<file path="config.mk">
export PLATFORM = sky130hd
export DESIGN_NAME = vlstx_top
export DESIGN_NICKNAME = d
export VERILOG_FILES = /design/src/design/vlstx_pkg.sv /design/src/design/vlstx_fifo.sv /design/src/design/vlstx_top.sv
export SDC_FILE = /design/constraint.sdc
export NUM_CORES = 1
export LEC_CHECK = 0
export BUFFER_PORTS_ARGS = -buffer_cell sky130_fd_sc_hd__buf_2
export CELL_PAD_IN_SITES_DETAIL_PLACEMENT = 0
export CELL_PAD_IN_SITES_GLOBAL_PLACEMENT = 1
export CORE_MARGIN = 4
export CORE_UTILIZATION = 43
export CTS_BUF_LIST = sky130_fd_sc_hd__clkbuf_16
export DETAILED_ROUTE_END_ITERATION = 8
export PLACE_DENSITY_LB_ADDON = 0.1
export SLEW_MARGIN = 20
export SYNTH_ARGS = -nofsm -noshare
export SYNTH_HDL_FRONTEND = slang
export SYNTH_SLANG_ARGS = --single-unit
export TNS_END_PERCENT = 10
</file>
<file path="constraint.sdc">
create_clock -name clk -period 3.2 [get_ports clk]
set_input_delay 0.48 -clock clk [delete_from_list [all_inputs] [get_ports clk]]
set_output_delay 0.48 -clock clk [all_outputs]
set_load 0.05 [all_outputs]
</file>
<file path="src/design/vlstx_pkg.sv">
// Purpose: shared constants for the video serial link transmitter
// Assumes: 200 MHz system clock, pixel clock sampled as a plain input
// Notes: counts are in system clock cycles, except LATENCY_PERIODS, which is in pixel clock periods
package vlstx_pkg;
    // word layout
    localparam int GROUPS = 5;
    localparam int BITS = 7;
    localparam int WORD_W = 35;
    // buffering and pipeline depth
    localparam int FIFO_DEPTH = 4;
    localparam int FIFO_LVL_W = 3;
    localparam logic [FIFO_LVL_W-1:0] PRIME_WORDS = 3'h2;
    localparam int LATENCY_PERIODS = 3;
    // slot timing
    localparam int CNT_W = 8;
    localparam logic [CNT_W-1:0] CNT_MAX = 8'hff;
    localparam logic [CNT_W-1:0] BIT_STEP = 8'h07;
    localparam logic [2:0] LAST_SLOT = 3'h6;
    localparam logic [2:0] FWD_HIGH_SLOTS = 3'h4;
    // clock figures
    localparam int CLK_PERIOD_PS = 5000;
    localparam int PIX_PERIOD_MAX_PS = 125000;
    localparam int PIX_PERIOD_MAX_CYC = PIX_PERIOD_MAX_PS / CLK_PERIOD_PS;
    // reset values
    localparam logic [CNT_W-1:0] CNT_RESET = 8'h00;
    localparam logic [2:0] SLOT_RESET = 3'h0;
endpackage : vlstx_pkg

</file>
<file path="src/design/vlstx_fifo.sv">
// Purpose: small word buffer between capture and serializer
// Assumes: DEPTH is a power of two
// Notes: flush empties it in one cycle
`timescale 1ns/1ps
module vlstx_fifo #(
    parameter int WIDTH = 35,
    parameter int DEPTH = 4
) (
    input wire logic clk, // system clock
    input wire logic rst_n, // sync reset, active low
    input wire logic clk_en, // freezes state when low
    input wire logic flush, // drop all words
    input wire logic in_valid, // word offered
    output logic in_ready, // room for a word
    input wire logic [WIDTH-1:0] in_data, // word in
    output logic out_valid, // word available
    input wire logic out_ready, // word taken
    output logic [WIDTH-1:0] out_data, // oldest word
    output logic [$clog2(DEPTH+1)-1:0] level // words held
);
    localparam int PW = $clog2(DEPTH);
    localparam int LW = $clog2(DEPTH+1);
    logic [WIDTH-1:0] mem_q [DEPTH];
    logic [WIDTH-1:0] mem_d [DEPTH];
    logic [PW-1:0] wr_q, wr_d, rd_q, rd_d;
    logic [LW-1:0] cnt_q, cnt_d;
    logic push, pop;

    // honest flags from the count
    assign in_ready = (cnt_q != LW'(DEPTH));
    assign out_valid = (cnt_q != '0);
    assign out_data = mem_q[rd_q];
    assign level = cnt_q;
    assign push = in_valid && in_ready;
    assign pop = out_valid && out_ready;

    // next pointers, count and storage
    always_comb begin
        mem_d = mem_q;
        wr_d = wr_q;
        rd_d = rd_q;
        cnt_d = cnt_q;
        if (flush) begin
            wr_d = '0;
            rd_d = '0;
            cnt_d = '0;
        end else begin
            if (push) begin
                mem_d[wr_q] = in_data;
                wr_d = wr_q + PW'(1);
            end
            if (pop) begin
                rd_d = rd_q + PW'(1);
            end
            cnt_d = cnt_q + LW'(push) - LW'(pop);
        end
    end

    // register stage
    always_ff @(posedge clk) begin
        if (!rst_n) begin
            for (int i = 0; i < DEPTH; i++) begin
                mem_q[i] <= '0;
            end
            wr_q <= '0;
            rd_q <= '0;
            cnt_q <= '0;
        end else if (clk_en) begin
            mem_q <= mem_d;
            wr_q <= wr_d;
            rd_q <= rd_d;
            cnt_q <= cnt_d;
        end
    end
endmodule : vlstx_fifo

</file>
<file path="src/design/vlstx_top.sv">
// Purpose: 35-bit parallel to five 7:1 serial pairs plus forwarded clock
// Assumes: pixel clock and data sampled by clk; slots approximated in clk cycles
// Notes: power-down holds logic cleared and drops all output enables
// Notes on behaviour
// - every active pixel clock edge takes one 35-bit word for serial transmission
// - word splits into five groups of seven, each driving one pair
// - a forwarded clock pair runs alongside the data pairs
// - each pair carries seven bit slots per pixel clock period
// - edge select high samples on rising edge, low on falling edge
// - power-down low stops operation and releases all outputs
// - data lags the input by about three periods; forwarded clock restarts within about four clk cycles of each active edge
// - slot timing is derived from the measured, possibly spreading, input period
`timescale 1ns/1ps
module vlstx_top
    import vlstx_pkg::*;
(
    input wire logic clk, // system clock, 200 MHz
    input wire logic rst_n, // sync reset, active low
    input wire logic clk_en, // freezes all state when low
    input wire logic pixel_clock_in, // pixel clock pin
    input wire logic edge_select, // 1 rising, 0 falling
    input wire logic power_down_n, // power-down, active low
    input wire logic [6:0] group_a_parallel_in, // group a bits
    input wire logic [6:0] group_b_parallel_in, // group b bits
    input wire logic [6:0] group_c_parallel_in, // group c bits
    input wire logic [6:0] group_d_parallel_in, // group d bits
    input wire logic [6:0] group_e_parallel_in, // group e bits
    output logic serial_pair_a_p, // pair a true
    output logic serial_pair_a_n, // pair a complement
    output logic serial_pair_b_p, // pair b true
    output logic serial_pair_b_n, // pair b complement
    output logic serial_pair_c_p, // pair c true
    output logic serial_pair_c_n, // pair c complement
    output logic serial_pair_d_p, // pair d true
    output logic serial_pair_d_n, // pair d complement
    output logic serial_pair_e_p, // pair e true
    output logic serial_pair_e_n, // pair e complement
    output logic forwarded_clock_pair_p, // clock true
    output logic forwarded_clock_pair_n, // clock complement
    output logic pair_oe, // all pairs driven
    output logic in_ready // buffer has room
);
    logic [2:0] pclk_s;
    logic [1:0] edge_s, power_down_n_s;
    logic [WORD_W-1:0] data_s1, data_s2, data_s3;
    logic pd_w, rise_w, fall_w, active_w, pop_w, push_w;
    logic fifo_in_ready, fifo_out_valid;
    logic [WORD_W-1:0] fifo_out_data;
    logic [FIFO_LVL_W-1:0] fifo_level;
    logic [CNT_W-1:0] cnt_q, cnt_d, period_q, period_d, acc_q, acc_d;
    logic [CNT_W:0] acc_sum;
    logic [2:0] slot_q, slot_d, bit_idx;
    logic primed_q, primed_d;
    logic [WORD_W-1:0] word_q, word_d;
    logic [GROUPS-1:0] ser_p_q, ser_p_d, ser_n_q, ser_n_d;
    logic fwd_p_q, fwd_p_d, fwd_n_q, fwd_n_d, oe_q, oe_d, rdy_q, rdy_d;

    // slot to bit index within a group
    function automatic logic [2:0] slot_bit(input logic [2:0] s);
        logic [2:0] r;
        r = 3'h0;
        if (s == 3'h0) begin
            r = 3'h1;
        end else if (s == 3'h1) begin
            r = 3'h0;
        end else begin
            r = 3'(4'h8 - {1'b0, s});
        end
        return r;
    endfunction : slot_bit

    // pin synchronisers; data one stage deeper so it predates the edge
    always_ff @(posedge clk) begin
        if (!rst_n) begin
            pclk_s <= 3'h0;
            edge_s <= 2'h0;
            power_down_n_s <= 2'h0;
            data_s1 <= '0;
            data_s2 <= '0;
            data_s3 <= '0;
        end else if (clk_en) begin
            pclk_s <= {pclk_s[1:0], pixel_clock_in};
            edge_s <= {edge_s[0], edge_select};
            power_down_n_s <= {power_down_n_s[0], power_down_n};
            data_s1 <= {group_e_parallel_in, group_d_parallel_in, group_c_parallel_in,
                        group_b_parallel_in, group_a_parallel_in};
            data_s2 <= data_s1;
            data_s3 <= data_s2;
        end
    end

    // edge detection and buffer handshakes
    assign pd_w = !power_down_n_s[1];
    assign rise_w = pclk_s[1] && !pclk_s[2];
    assign fall_w = !pclk_s[1] && pclk_s[2];
    assign active_w = edge_s[1] ? rise_w : fall_w;
    assign push_w = active_w && !pd_w && fifo_in_ready;
    assign pop_w = active_w && primed_q && !pd_w && fifo_out_valid;

    vlstx_fifo #(.WIDTH(WORD_W), .DEPTH(FIFO_DEPTH)) u_fifo (
        .clk(clk),
        .rst_n(rst_n),
        .clk_en(clk_en),
        .flush(pd_w),
        .in_valid(active_w && !pd_w),
        .in_ready(fifo_in_ready),
        .in_data(data_s3),
        .out_valid(fifo_out_valid),
        .out_ready(pop_w),
        .out_data(fifo_out_data),
        .level(fifo_level)
    );

    assign acc_sum = {1'b0, acc_q} + {1'b0, BIT_STEP};
    assign bit_idx = slot_bit(slot_q);

    // period measure, slot generator, serializer next values
    always_comb begin
        cnt_d = (cnt_q == CNT_MAX) ? cnt_q : cnt_q + 8'h01;
        period_d = period_q;
        acc_d = acc_q;
        slot_d = slot_q;
        primed_d = primed_q;
        word_d = word_q;
        // seven equal slots per measured period
        if (period_q == CNT_RESET) begin
            acc_d = CNT_RESET;
        end else if (acc_sum >= {1'b0, period_q}) begin
            acc_d = CNT_W'(acc_sum - {1'b0, period_q});
            if (slot_q != LAST_SLOT) begin
                slot_d = slot_q + 3'h1;
            end
        end else begin
            acc_d = acc_sum[CNT_W-1:0];
        end
        if (active_w) begin
            period_d = (cnt_q == CNT_MAX) ? cnt_q : cnt_q + 8'h01;
            cnt_d = CNT_RESET;
            acc_d = CNT_RESET;
            slot_d = SLOT_RESET;
            if (fifo_level >= PRIME_WORDS) begin
                primed_d = 1'b1;
            end
        end
        if (pop_w) begin
            word_d = fifo_out_data;
        end
        // one bit of each group per slot
        for (int g = 0; g < GROUPS; g++) begin
            ser_p_d[g] = word_q[g*BITS + int'(bit_idx)];
            ser_n_d[g] = !word_q[g*BITS + int'(bit_idx)];
        end
        fwd_p_d = (slot_q < FWD_HIGH_SLOTS);
        fwd_n_d = !(slot_q < FWD_HIGH_SLOTS);
        oe_d = !pd_w;
        rdy_d = fifo_in_ready && !pd_w;
        // power-down clears everything and releases the pins
        if (pd_w) begin
            cnt_d = CNT_RESET;
            period_d = CNT_RESET;
            acc_d = CNT_RESET;
            slot_d = SLOT_RESET;
            primed_d = 1'b0;
            word_d = '0;
            ser_p_d = '0;
            ser_n_d = '0;
            fwd_p_d = 1'b0;
            fwd_n_d = 1'b0;
        end
    end

    // register stage
    always_ff @(posedge clk) begin
        if (!rst_n) begin
            cnt_q <= CNT_RESET;
            period_q <= CNT_RESET;
            acc_q <= CNT_RESET;
            slot_q <= SLOT_RESET;
            primed_q <= 1'b0;
            word_q <= '0;
            ser_p_q <= '0;
            ser_n_q <= '0;
            fwd_p_q <= 1'b0;
            fwd_n_q <= 1'b0;
            oe_q <= 1'b0;
            rdy_q <= 1'b0;
        end else if (clk_en) begin
            cnt_q <= cnt_d;
            period_q <= period_d;
            acc_q <= acc_d;
            slot_q <= slot_d;
            primed_q <= primed_d;
            word_q <= word_d;
            ser_p_q <= ser_p_d;
            ser_n_q <= ser_n_d;
            fwd_p_q <= fwd_p_d;
            fwd_n_q <= fwd_n_d;
            oe_q <= oe_d;
            rdy_q <= rdy_d;
        end
    end

    // outputs straight from flops
    assign {serial_pair_e_p, serial_pair_d_p, serial_pair_c_p, serial_pair_b_p,
            serial_pair_a_p} = ser_p_q;
    assign {serial_pair_e_n, serial_pair_d_n, serial_pair_c_n, serial_pair_b_n,
            serial_pair_a_n} = ser_n_q;
    assign forwarded_clock_pair_p = fwd_p_q;
    assign forwarded_clock_pair_n = fwd_n_q;
    assign pair_oe = oe_q;
    assign in_ready = rdy_q;
endmodule : vlstx_top

</file>
==> summary.txt, run 1 <==
Floorplanning
  – Die ar.: 36500 um^2
  – Core Footprint: 32800 um^2
  – Die height: 191 um
  – Initial Util: 43.9%
  – Die X: 191 um
  – FP Rows: 66
  – # IOs: 55

Route
  – ANT nets after route: 0
  – Routed via count: 10912
  – WL/cell: 16.4 um
  – Routed WL: 34200 um
  – DRT iter0 DRCs: 649
  – Initial DRT Pass Iterations: 4
  – DR vias/cell: 5.23
  – Drt drc: 0

STA
  – Final Hold Vio Count: 0
  – Final worst-path cycle share: 90.4%
  – Fin. max-slew vios: 0
  – Worst-Margin Slew: 1.08 ns
  – Worst setup margin: 0.308 ns
  – Clk_skew: 0.0185 ns
  – Minimum clock period: 2.89 ns
  – Setup TNS: 0 ns
  – Worst slew margin: 28.3%
  – RSZ-0062 raised after global routing: false
  – Final setup viols: 0
  – Fmax: 346 MHz

Worst setup path
  – CP most frequent cell: ha_1
  – CP cell instances: inv_1, ha_1, ha_1, or2_0, ha_1, and3b_1, o21ai_0, mux2i_1, a41oi_1, o211ai_1, a22o_1
  – R2R setup slack: 0.31 ns
  – Worst path max stage delay: 0.43 ns
  – Crit start category: flop
  – Crit Reg-Reg Startpoint: slot_q[0]
  – CP endpoint: ser_p_q[2]
  – Worst path required time: 3.61 ns
  – Critical Path End Type: flop
  – Kind of critical path: reg -> reg
  – Worst R2R Path Depth: 11
  – Crit-path max FO: 10
  – Critical-path top delay cell: ha_1
  – WP data arrival: 3.31 ns
  – Critical Path Start: slot_q[0]
  – Reg-to-reg endpoint: ser_p_q[2]

CTS
  – Num CTS Buffers: 38
  – Htree depth: 2
  – CTS tree: yes
  – Clk sinks: 336
  – Clk buf depth: 3
  – Clock tree root buffer cell: clkbuf_16
  – Worst-path clk slew: 0.06 ns
  – Clk_lat worst skew: 0.53 ns
  – Setup bufs post-CTS: 0

Finish
  – Commonest non-fill, non-tap cell in the layout: nand2_1
  – Final-stage net count: 1693
  – Area delta synth->final: 12.3%
  – Final Non-Filler Cells: 2088
  – ANT cells: 0
  – Share of cells above drive strength 1: 11.4%
  – Commonest cells after routing, fill and taps aside: nand2_1, dfxtp_1, a21oi_1

Synthesis
  – Predominant post-synthesis flop cell: dfxtp_1
  – Avg Cell Area, Syn: 8.97 um^2
  – YS warnings: 0
  – Ys async rst share: 0%
  – Gate Count Post-Synth: 1606
  – Syn_nets: 1676
  – Synthesized area: 14400 um^2
  – Post-synthesis register bit count: 336
  – Distinct cells, synth: 71
  – Sequential area share after synthesis: 46.7%
  – Post-synth EDFFs: 0

Global routing
  – First-pass GRT wire length: 57000 um
  – Largest net degree at the start of global routing: 207
  – Congestion Overflow GR: 0
  – Vias in the first global route: 10856
  – Initial antenna violation count: 0
  – GRT Util Overall: 18.9%

Power and ir drop
  – Max IR drop VDD: 0.404 mV
  – Pwr dens: 534 nW/um^2
  – Pleak: 6.10 nW

Place
  – Pre-CTS setup slack: 0.213 ns
  – Buffers on Ports: 54
  – HPWL after DPL: 20800 um
  – GPL Wtd Cong: 0.829
  – Cells after DPL: 2025

Run
  – Maxcap violations: 0

Hold path
  – Class of the worst hold path: in -> reg

Status
  – Outcome: complete, no violations
==> registers in the layout, indices dropped and copies added (netlist names), 3 cells and up <==
register / flops
acc_q: 8
cnt_q: 8
data_s1: 35
data_s2: 35
data_s3: 35
pclk_s: 3
period_q: 8
ser_n_q: 5
ser_p_q: 5
slot_q: 3
u_fifo.level: 3
u_fifo.mem_q: 140
word_q: 35
==> timing repair <==
item,CTS,global route
setup endpoints to repair,0,1
hold buffers,0,0
resized for setup,0,3
==> critical path, delay by kind of cell, from the launching register on <==
kind / cells / cell delay, ns
compound gates: 4 / 0.68
simple gates: 2 / 0.56
buf+inv: 1 / 0.10
fa+ha+maj: 3 / 0.94
flops: 1 / 0.42
mux: 1 / 0.09
==> metal layers <==
metal / vias to the layer above / GRT usage [%] / part of all wire, %
li1: 5522 / - / -
met5: - / 0 / 0
met4: 0 / 4.59 / 1.9
met1: 5199 / 25.8 / 48
met3: 51 / 2.61 / 3.4
met2: 140 / 31.8 / 47
==> report_power, final <==
group | leakage, nW | internal [mW] | switching [mW]
combinational | 2.77 | 0.100 | 0.171
sequential | 2.72 | 4.24 | 0.0355
clock | 0.611 | 2.39 | 1.69
==> cells in the mapped netlist (9+ instances only) <==
cell type	number	share of area [%]
a21oi_1	204	7.1
buf_2	17	0.59
clkbuf_1	71	1.9
dfxtp_1	336	47
ha_1	27	2.3
inv_1	30	0.78
mux2i_1	134	9.3
mux4_2	43	6.7
nand2_1	364	9.5
nand3_1	46	1.6
nor2_1	151	3.9
nor2b_1	9	0.39
nor3_1	11	0.38
o21ai_0	21	0.73
==> how the worst min path moves through the flow <==
stage                     slack, ns              startpoint                 to  cells after the start
after global placement         0.44        u_fifo.mem_q[31]   u_fifo.mem_q[31]                      2
final                          0.18  group_a_parallel_in[3]         data_s1[3]                      3
after global routing           0.19  group_a_parallel_in[3]         data_s1[3]                      3
after floorplan                0.43       u_fifo.mem_q[104]  u_fifo.mem_q[104]                      2
after CTS                      0.17  group_b_parallel_in[6]        data_s1[13]                      3
after detailed placement       0.45        u_fifo.mem_q[28]   u_fifo.mem_q[28]                      2
==> final cells by class <==
cell class	instances	area, um^2
Fill cell	3189	16600
Multi-Input combinational cell	1131	7060
Sequential cell	336	6730
Clock buffer	38	951
Tap cell	442	553
Timing Repair Buffer	82	524
Clock inverter	25	205
Inverter	34	148
==> logic make-up after synthesis <==
logic type,synth area share [%]
DFF,46.7
adders and majority gates,2.62
muxes,16.4
xor gates and xnor gates,0.912
AOI/OAI and AO/OA,11.1
buffers and inverters,4.40
and+or+nand+nor,17.8
==> stage by stage <==
step	util, %	hold slack, ns	total power [mW]	area [um^2]
after floorplan	-	0.433	4.56	14400
after global placement	45.7	0.438	4.64	15000
after detailed placement	45.7	0.446	4.64	15000
after CTS	49.3	0.168	8.76	16200
after global routing	49.3	0.188	8.95	16200
final	49.3	0.183	8.63	16200
No activity file was read; power rests on OpenSTA's default activity.
==> inputs of run 2 (changes only) <==
--- a/config.mk
+++ b/config.mk
@@ -8,8 +8,7 @@
 export BUFFER_PORTS_ARGS = -buffer_cell sky130_fd_sc_hd__buf_2
 export CELL_PAD_IN_SITES_DETAIL_PLACEMENT = 0
 export CELL_PAD_IN_SITES_GLOBAL_PLACEMENT = 1
-export CORE_MARGIN = 4
-export CORE_UTILIZATION = 43
+export CORE_UTILIZATION = 51
 export CTS_BUF_LIST = sky130_fd_sc_hd__clkbuf_16
 export DETAILED_ROUTE_END_ITERATION = 8
 export PLACE_DENSITY_LB_ADDON = 0.1
==> constraint.sdc (replaced) <==
create_clock -name clk -period 3.51 [get_ports clk]
set_input_delay 0.5265 -clock clk [delete_from_list [all_inputs] [get_ports clk]]
set_output_delay 0.5265 -clock clk [all_outputs]
set_load 0.05 [all_outputs]
==> summary.txt, run 2 (same netlist as run 1, synthesis figures left out) <==
Status
  – Outcome: complete, no violations

CTS
  – Clk sinks: 336 (unchanged)
  – PostCTS Resize Cnt: 0 (unchanged)
  – Clk buf depth: 3 (unchanged)
  – CTS tree: yes
  – Clock tree root buffer cell: clkbuf_16
  – Clk_lat worst skew: 0.51 ns (-0.02 ns)
  – Htree depth: 2 (unchanged)
  – Hold buffer count at CTS: 0 (unchanged)
  – Setup bufs post-CTS: 0 (unchanged)
  – Num CTS Buffers: 37 (-2.6%)
  – Worst-path clk slew: 0.06 ns (about the same)

Worst setup path
  – R2R setup slack: 0.35 ns (+0.05 ns)
  – Kind of critical path: reg -> reg
  – Crit start category: flop
  – Crit-path max FO: 11 (+1)
  – WP data arrival: 3.61 ns (+0.30 ns)
  – Worst path required time: 3.96 ns (+0.35 ns)
  – Critical Path End Type: flop

Floorplanning
  – Initial Util: 51.8% (+7.9 points)
  – # IOs: 55 (unchanged)
  – Die X: 170 um (-11%)
  – Core Footprint: 27800 um^2 (-15%)
  – Die height: 170 um (-11%)
  – FP Rows: 61 (-7.6%)
  – Die ar.: 28900 um^2 (-21%)

Finish
  – Final Non-Filler Cells: 2019 (-3.3%)
  – ANT cells: 0 (unchanged)
  – Design area: 16000 um^2 (-1.1%)
  – Commonest non-fill, non-tap cell in the layout: nand2_1
  – Biggest register: u_fifo.mem_q
  – Area delta synth->final: 11.0%
  – Seq. cell area: 6730 um^2 (unchanged)
  – Share of cells above drive strength 1: 10.9% (-0.45 points)
  – Area of the multi-input gates: 7040 um^2 (-0.20%)
  – Number of flip-flops in the largest register: 140 (unchanged)
  – Fillers: 2600 (-18%)
  – Final-stage net count: 1686 (-0.41%)
  – Commonest cells after routing, fill and taps aside: nand2_1, dfxtp_1, a21oi_1

Power and ir drop
  – Max IR drop VDD: 0.355 mV (-12%)
  – Pwr dens: 483 nW/um^2 (-9.5%)
  – Pleak: 6.04 nW (-0.90%)

Route
  – Initial DRT Pass Iterations: 5 (+1)
  – DR vias/cell: 5.38 (+2.9%)
  – Routed via count: 10854 (-0.53%)
  – DRT iter0 DRCs: 708 (+9.1%)
  – Drt drc: 0 (unchanged)
  – Routed WL: 31900 um (-6.9%)
  – ANT nets after route: 0 (unchanged)
  – WL/cell: 15.8 um (-3.8%)

STA
  – RSZ-0062 raised after global routing: false
  – Clk_skew: 0.0211 ns (+0.00263 ns)
  – Final setup viols: 0 (unchanged)
  – Worst slew margin: 18.0% (-10 points)
  – Worst-Margin Slew: 1.23 ns (+0.154 ns)
  – Minimum clock period: 3.16 ns (+0.263 ns)
  – Final worst-path cycle share: 89.9% (-0.49 points)
  – Fin. max-slew vios: 0 (unchanged)
  – Fmax: 317 MHz (-8.3%)
  – Final Hold Vio Count: 0 (unchanged)
  – Setup TNS: 0 ns (unchanged)

Place
  – Post-place instance area: 14900 um^2 (-0.93%)
  – HPWL after DPL: 19400 um (-6.4%)
  – Buffers on Ports: 54 (unchanged)
  – Cells after DPL: 1955 (-3.5%)
  – GPL Wtd Cong: 0.879 (+6.0%)

Hold path
  – Class of the worst hold path: in -> reg

Global routing
  – Vias in the first global route: 10048 (-7.4%)
  – First-pass GRT wire length: 52200 um (-8.5%)
  – Initial antenna violation count: 0 (unchanged)
  – Congestion Overflow GR: 0 (unchanged)
  – Largest net degree at the start of global routing: 226 (+9.2%)
  – GRT Util Overall: 22.2% (+3.3 points)

Run
  – Maxcap violations: 0 (unchanged)
[run 2: cell count changes in the layout (fill, tap and decap cells not counted), moves of 2 or more]
cell / previous run / this run
a21oi_1: 202 / 204
a21oi_2: 3 / 1
buf_4: 25 / 20
clkinv_2: 3 / 5
[run 2: worst max-delay path, stage by stage (launching register included)]
cell and delay [ns]:
dfxtp_1 0.54, ha_1 0.37, mux2i_2 0.25, or2_0 0.45, ha_1 0.34, inv_1 0.11, a21oi_2 0.20, mux4_2 0.52
mux2i_1 0.19, a22o_1 0.15
[run 2: layer usage]
| metal | track usage [%] | share of wire [%] | vias to the layer above |
|---|---|---|---|
| li1 | - | - | 5520 |
| met1 | 31.2 | 49 | 5127 |
| met2 | 35.5 | 46 | 159 |
| met3 | 3.09 | 3.3 | 48 |
| met4 | 6.31 | 2.1 | 0 |
| met5 | 0 | 0 | - |
[run 2: power breakdown]
group	leakage (nW)	switching, mW	internal, mW
sequential	2.72	0.0323	3.86
clock	0.591	1.48	2.10
combinational	2.73	0.153	0.0913
total	6.04	1.67	6.06
[run 2: layout make-up]
cell class	count	area share [%]
repair buffers	76	2.92
flip-flops and latches	336	42.1
clock inverters	26	1.08
inverters	34	0.924
clock buffers	38	5.95
well taps	378	2.96
multi-input cells	1131	44.1
[run 2: metrics by stage]
step	power (mW)	util, %	hold WS (ns)	setup slack (ns)
after global placement	4.22	53.5	0.439	0.455
after detailed placement	4.23	53.5	0.440	0.361
after global routing	8.01	57.5	0.228	0.127
after floorplan	4.16	-	0.433	0.294
after CTS	7.81	57.5	0.232	0.367
final	7.72	57.5	0.251	0.355
[run 2: final timing paths]
check | startpoint | end | cells past startpoint
max | slot_q[0] | ser_p_q[1] | 9
min | group_b_parallel_in[3] | data_s1[10] | 3
max reg2reg | slot_q[0] | ser_p_q[1] | 9
min reg2reg | ser_p_q[0] | ser_p_q[0] | 2
==> inputs of run 3 (changes only) <==
--- a/config.mk
+++ b/config.mk
@@ -5,14 +5,13 @@
 export SDC_FILE = /design/constraint.sdc
 export NUM_CORES = 1
 export LEC_CHECK = 0
-export BUFFER_PORTS_ARGS = -buffer_cell sky130_fd_sc_hd__buf_2
 export CELL_PAD_IN_SITES_DETAIL_PLACEMENT = 0
 export CELL_PAD_IN_SITES_GLOBAL_PLACEMENT = 1
-export CORE_UTILIZATION = 51
+export CORE_UTILIZATION = 53
 export CTS_BUF_LIST = sky130_fd_sc_hd__clkbuf_16
 export DETAILED_ROUTE_END_ITERATION = 8
+export DONT_BUFFER_PORTS = 1
 export PLACE_DENSITY_LB_ADDON = 0.1
-export SLEW_MARGIN = 20
 export SYNTH_ARGS = -nofsm -noshare
 export SYNTH_HDL_FRONTEND = slang
 export SYNTH_SLANG_ARGS = --single-unit
==> summary.txt, run 3 (same netlist as run 1, synthesis figures left out) <==
Worst setup path
  – R2R setup slack: 0.30 ns (-0.06 ns)
  – Critical Path End Type: flop
  – Worst path required time: 3.98 ns (+0.02 ns)
  – WP data arrival: 3.68 ns (+0.07 ns)
  – Crit-path max FO: 11 (unchanged)
  – Crit start category: flop
  – CP most frequent cell: ha_1
  – Critical-path top delay cell: dfxtp_1
  – Kind of critical path: reg -> reg
  – Worst path max stage delay: 0.54 ns (about the same)
  – CP cell instances: ha_1, mux2i_2, or2_0, ha_1, inv_1, a21oi_2, mux4_2, mux2i_1, a22o_1

CTS
  – Clk_lat worst skew: 0.53 ns (+0.02 ns)
  – Num CTS Buffers: 37 (unchanged)
  – Clock tree root buffer cell: clkbuf_16
  – CTS tree: yes
  – Clk buf depth: 3 (unchanged)
  – Clk sinks: 336 (unchanged)
  – Setup bufs post-CTS: 0 (unchanged)
  – PostCTS Resize Cnt: 0 (unchanged)
  – Hold buffer count at CTS: 0 (unchanged)
  – Worst-path clk slew: 0.06 ns (about the same)
  – Htree depth: 2 (unchanged)

STA
  – Setup TNS: 0 ns (unchanged)
  – Final Hold Vio Count: 0 (unchanged)
  – Worst-Margin Slew: 1.16 ns (-0.0737 ns)
  – Final setup viols: 0 (unchanged)
  – RSZ-0062 raised after global routing: false
  – Fmax: 311 MHz (-1.8%)
  – Minimum clock period: 3.21 ns (+0.0576 ns)
  – Final worst-path cycle share: 91.5% (+1.6 points)
  – Worst setup margin: 0.297 ns (-0.0576 ns)
  – Worst slew margin: 22.9% (+4.9 points)
  – Clk_skew: 0.0201 ns (-0.000959 ns)
  – Fin. max-slew vios: 0 (unchanged)
  – Hold slack final: 0.114 ns (-0.138 ns)

Global routing
  – Vias in the first global route: 10333 (+2.8%)
  – Initial antenna violation count: 0 (unchanged)
  – Congestion Overflow GR: 0 (unchanged)
  – First-pass GRT wire length: 54200 um (+4.0%)
  – Largest net degree at the start of global routing: 213 (-5.8%)
  – GRT Util Overall: 23.8% (+1.6 points)

Floorplanning
  – Die X: 167 um (-1.9%)
  – Die ar.: 27800 um^2 (-3.7%)
  – Initial Util: 54.6% (+2.8 points)
  – # IOs: 55 (unchanged)
  – FP Rows: 59 (-3.3%)
  – Core Footprint: 26400 um^2 (-5.1%)
  – Die height: 167 um (-1.9%)

Place
  – GPL Wtd Cong: 0.890 (+1.3%)
  – Cells after DPL: 1853 (-5.2%)
  – Buffers on Ports: 0 (-100%)
  – HPWL after DPL: 19400 um (-0.24%)
  – Pre-CTS setup slack: 0.353 ns (-0.00724 ns)

Finish
  – Final-stage net count: 1627 (-3.5%)
  – Fillers: 2396 (-7.8%)
  – Final Non-Filler Cells: 1920 (-4.9%)
  – Number of flip-flops in the largest register: 140 (unchanged)
  – Area delta synth->final: 8.44%
  – ANT cells: 0 (unchanged)
  – Commonest non-fill, non-tap cell in the layout: nand2_1
  – Biggest register: u_fifo.mem_q
  – Commonest cells after routing, fill and taps aside: nand2_1, dfxtp_1, a21oi_1
  – Share of cells above drive strength 1: 8.01% (-2.9 points)

Route
  – DRT iter0 DRCs: 743 (+4.9%)
  – Routed via count: 10803 (-0.47%)
  – DR vias/cell: 5.63 (+4.7%)
  – Drt drc: 0 (unchanged)
  – WL/cell: 17.0 um (+7.8%)
  – Initial DRT Pass Iterations: 5 (unchanged)
  – Routed WL: 32700 um (+2.6%)
  – ANT nets after route: 0 (unchanged)

Run
  – Maxcap violations: 0 (unchanged)

Power and ir drop
  – Max IR drop VDD: 0.382 mV (+7.9%)
  – Pleak: 5.77 nW (-4.5%)
  – Pwr dens: 492 nW/um^2 (+1.9%)

Status
  – Outcome: complete, no violations

Hold path
  – Class of the worst hold path: in -> reg
[run 3: changes by cell type in the layout (fill, tap and decap cells not counted), moves of 4 or more]
| cell | change |
|---|---|
| buf_2 | -53 |
| inv_1 | -5 |
| buf_4 | -4 |
| clkinv_2 | +7 |
[run 3: report_power, final]
part / internal [mW] / leakage (nW) / switching, mW
Sequential: 3.86 / 2.72 / 0.0390
Combinational: 0.0694 / 2.47 / 0.104
Clock: 2.05 / 0.588 / 1.56
Total: 5.99 / 5.77 / 1.70
[run 3: final timing paths]
| check | start | endpoint | cells past startpoint |
|---|---|---|---|
| setup / recovery | slot_q[0] | ser_p_q[1] | 9 |
| hold / removal | clk_en | cnt_q[4] | 1 |
| setup reg to reg | slot_q[0] | ser_p_q[1] | 9 |
| hold reg to reg | u_fifo.mem_q[66] | u_fifo.mem_q[66] | 2 |
[run 3: final cells by class]
cell class	instances	area, um^2	area share [%]
clock inverter	29	186	1.19
multi-input combinational	1131	7040	45.1
clock buffer	38	951	6.09
sequential	336	6730	43.1
timing repair buffer	17	140	0.897
tap	335	419	2.68
inverter	34	148	0.946
[run 3: through the flow]
step | power, mW | cell area, um^2 | util, %
after floorplan | 4.16 | 14400 | -
after global placement | 4.16 | 14500 | 54.9
after detailed placement | 4.16 | 14500 | 54.9
after CTS | 7.77 | 15600 | 59.3
after global routing | 7.95 | 15600 | 59.3
final | 7.69 | 15600 | 59.3
[run 3: layer usage]
layer | track usage, % | vias up | wire length [um] | part of all wire, %
li1 | - | 5391 | - | -
met3 | 3.42 | 55 | 1410 | 4.3
met1 | 32.6 | 5153 | 15600 | 48
met5 | 0 | - | 0 | 0
met4 | 8.09 | 0 | 939 | 2.9
met2 | 38.6 | 204 | 14800 | 45
[run 3: critical path: cells and delay by family (launching register included)]
kind                       cells  cell delay [ns]
AOI/OAI and AO/OA              2             0.33
adders and majority gates      2             0.74
buffers and inverters          1             0.12
DFF                            1             0.54
muxes                          3             1.01
and+or+nand+nor                1             0.41
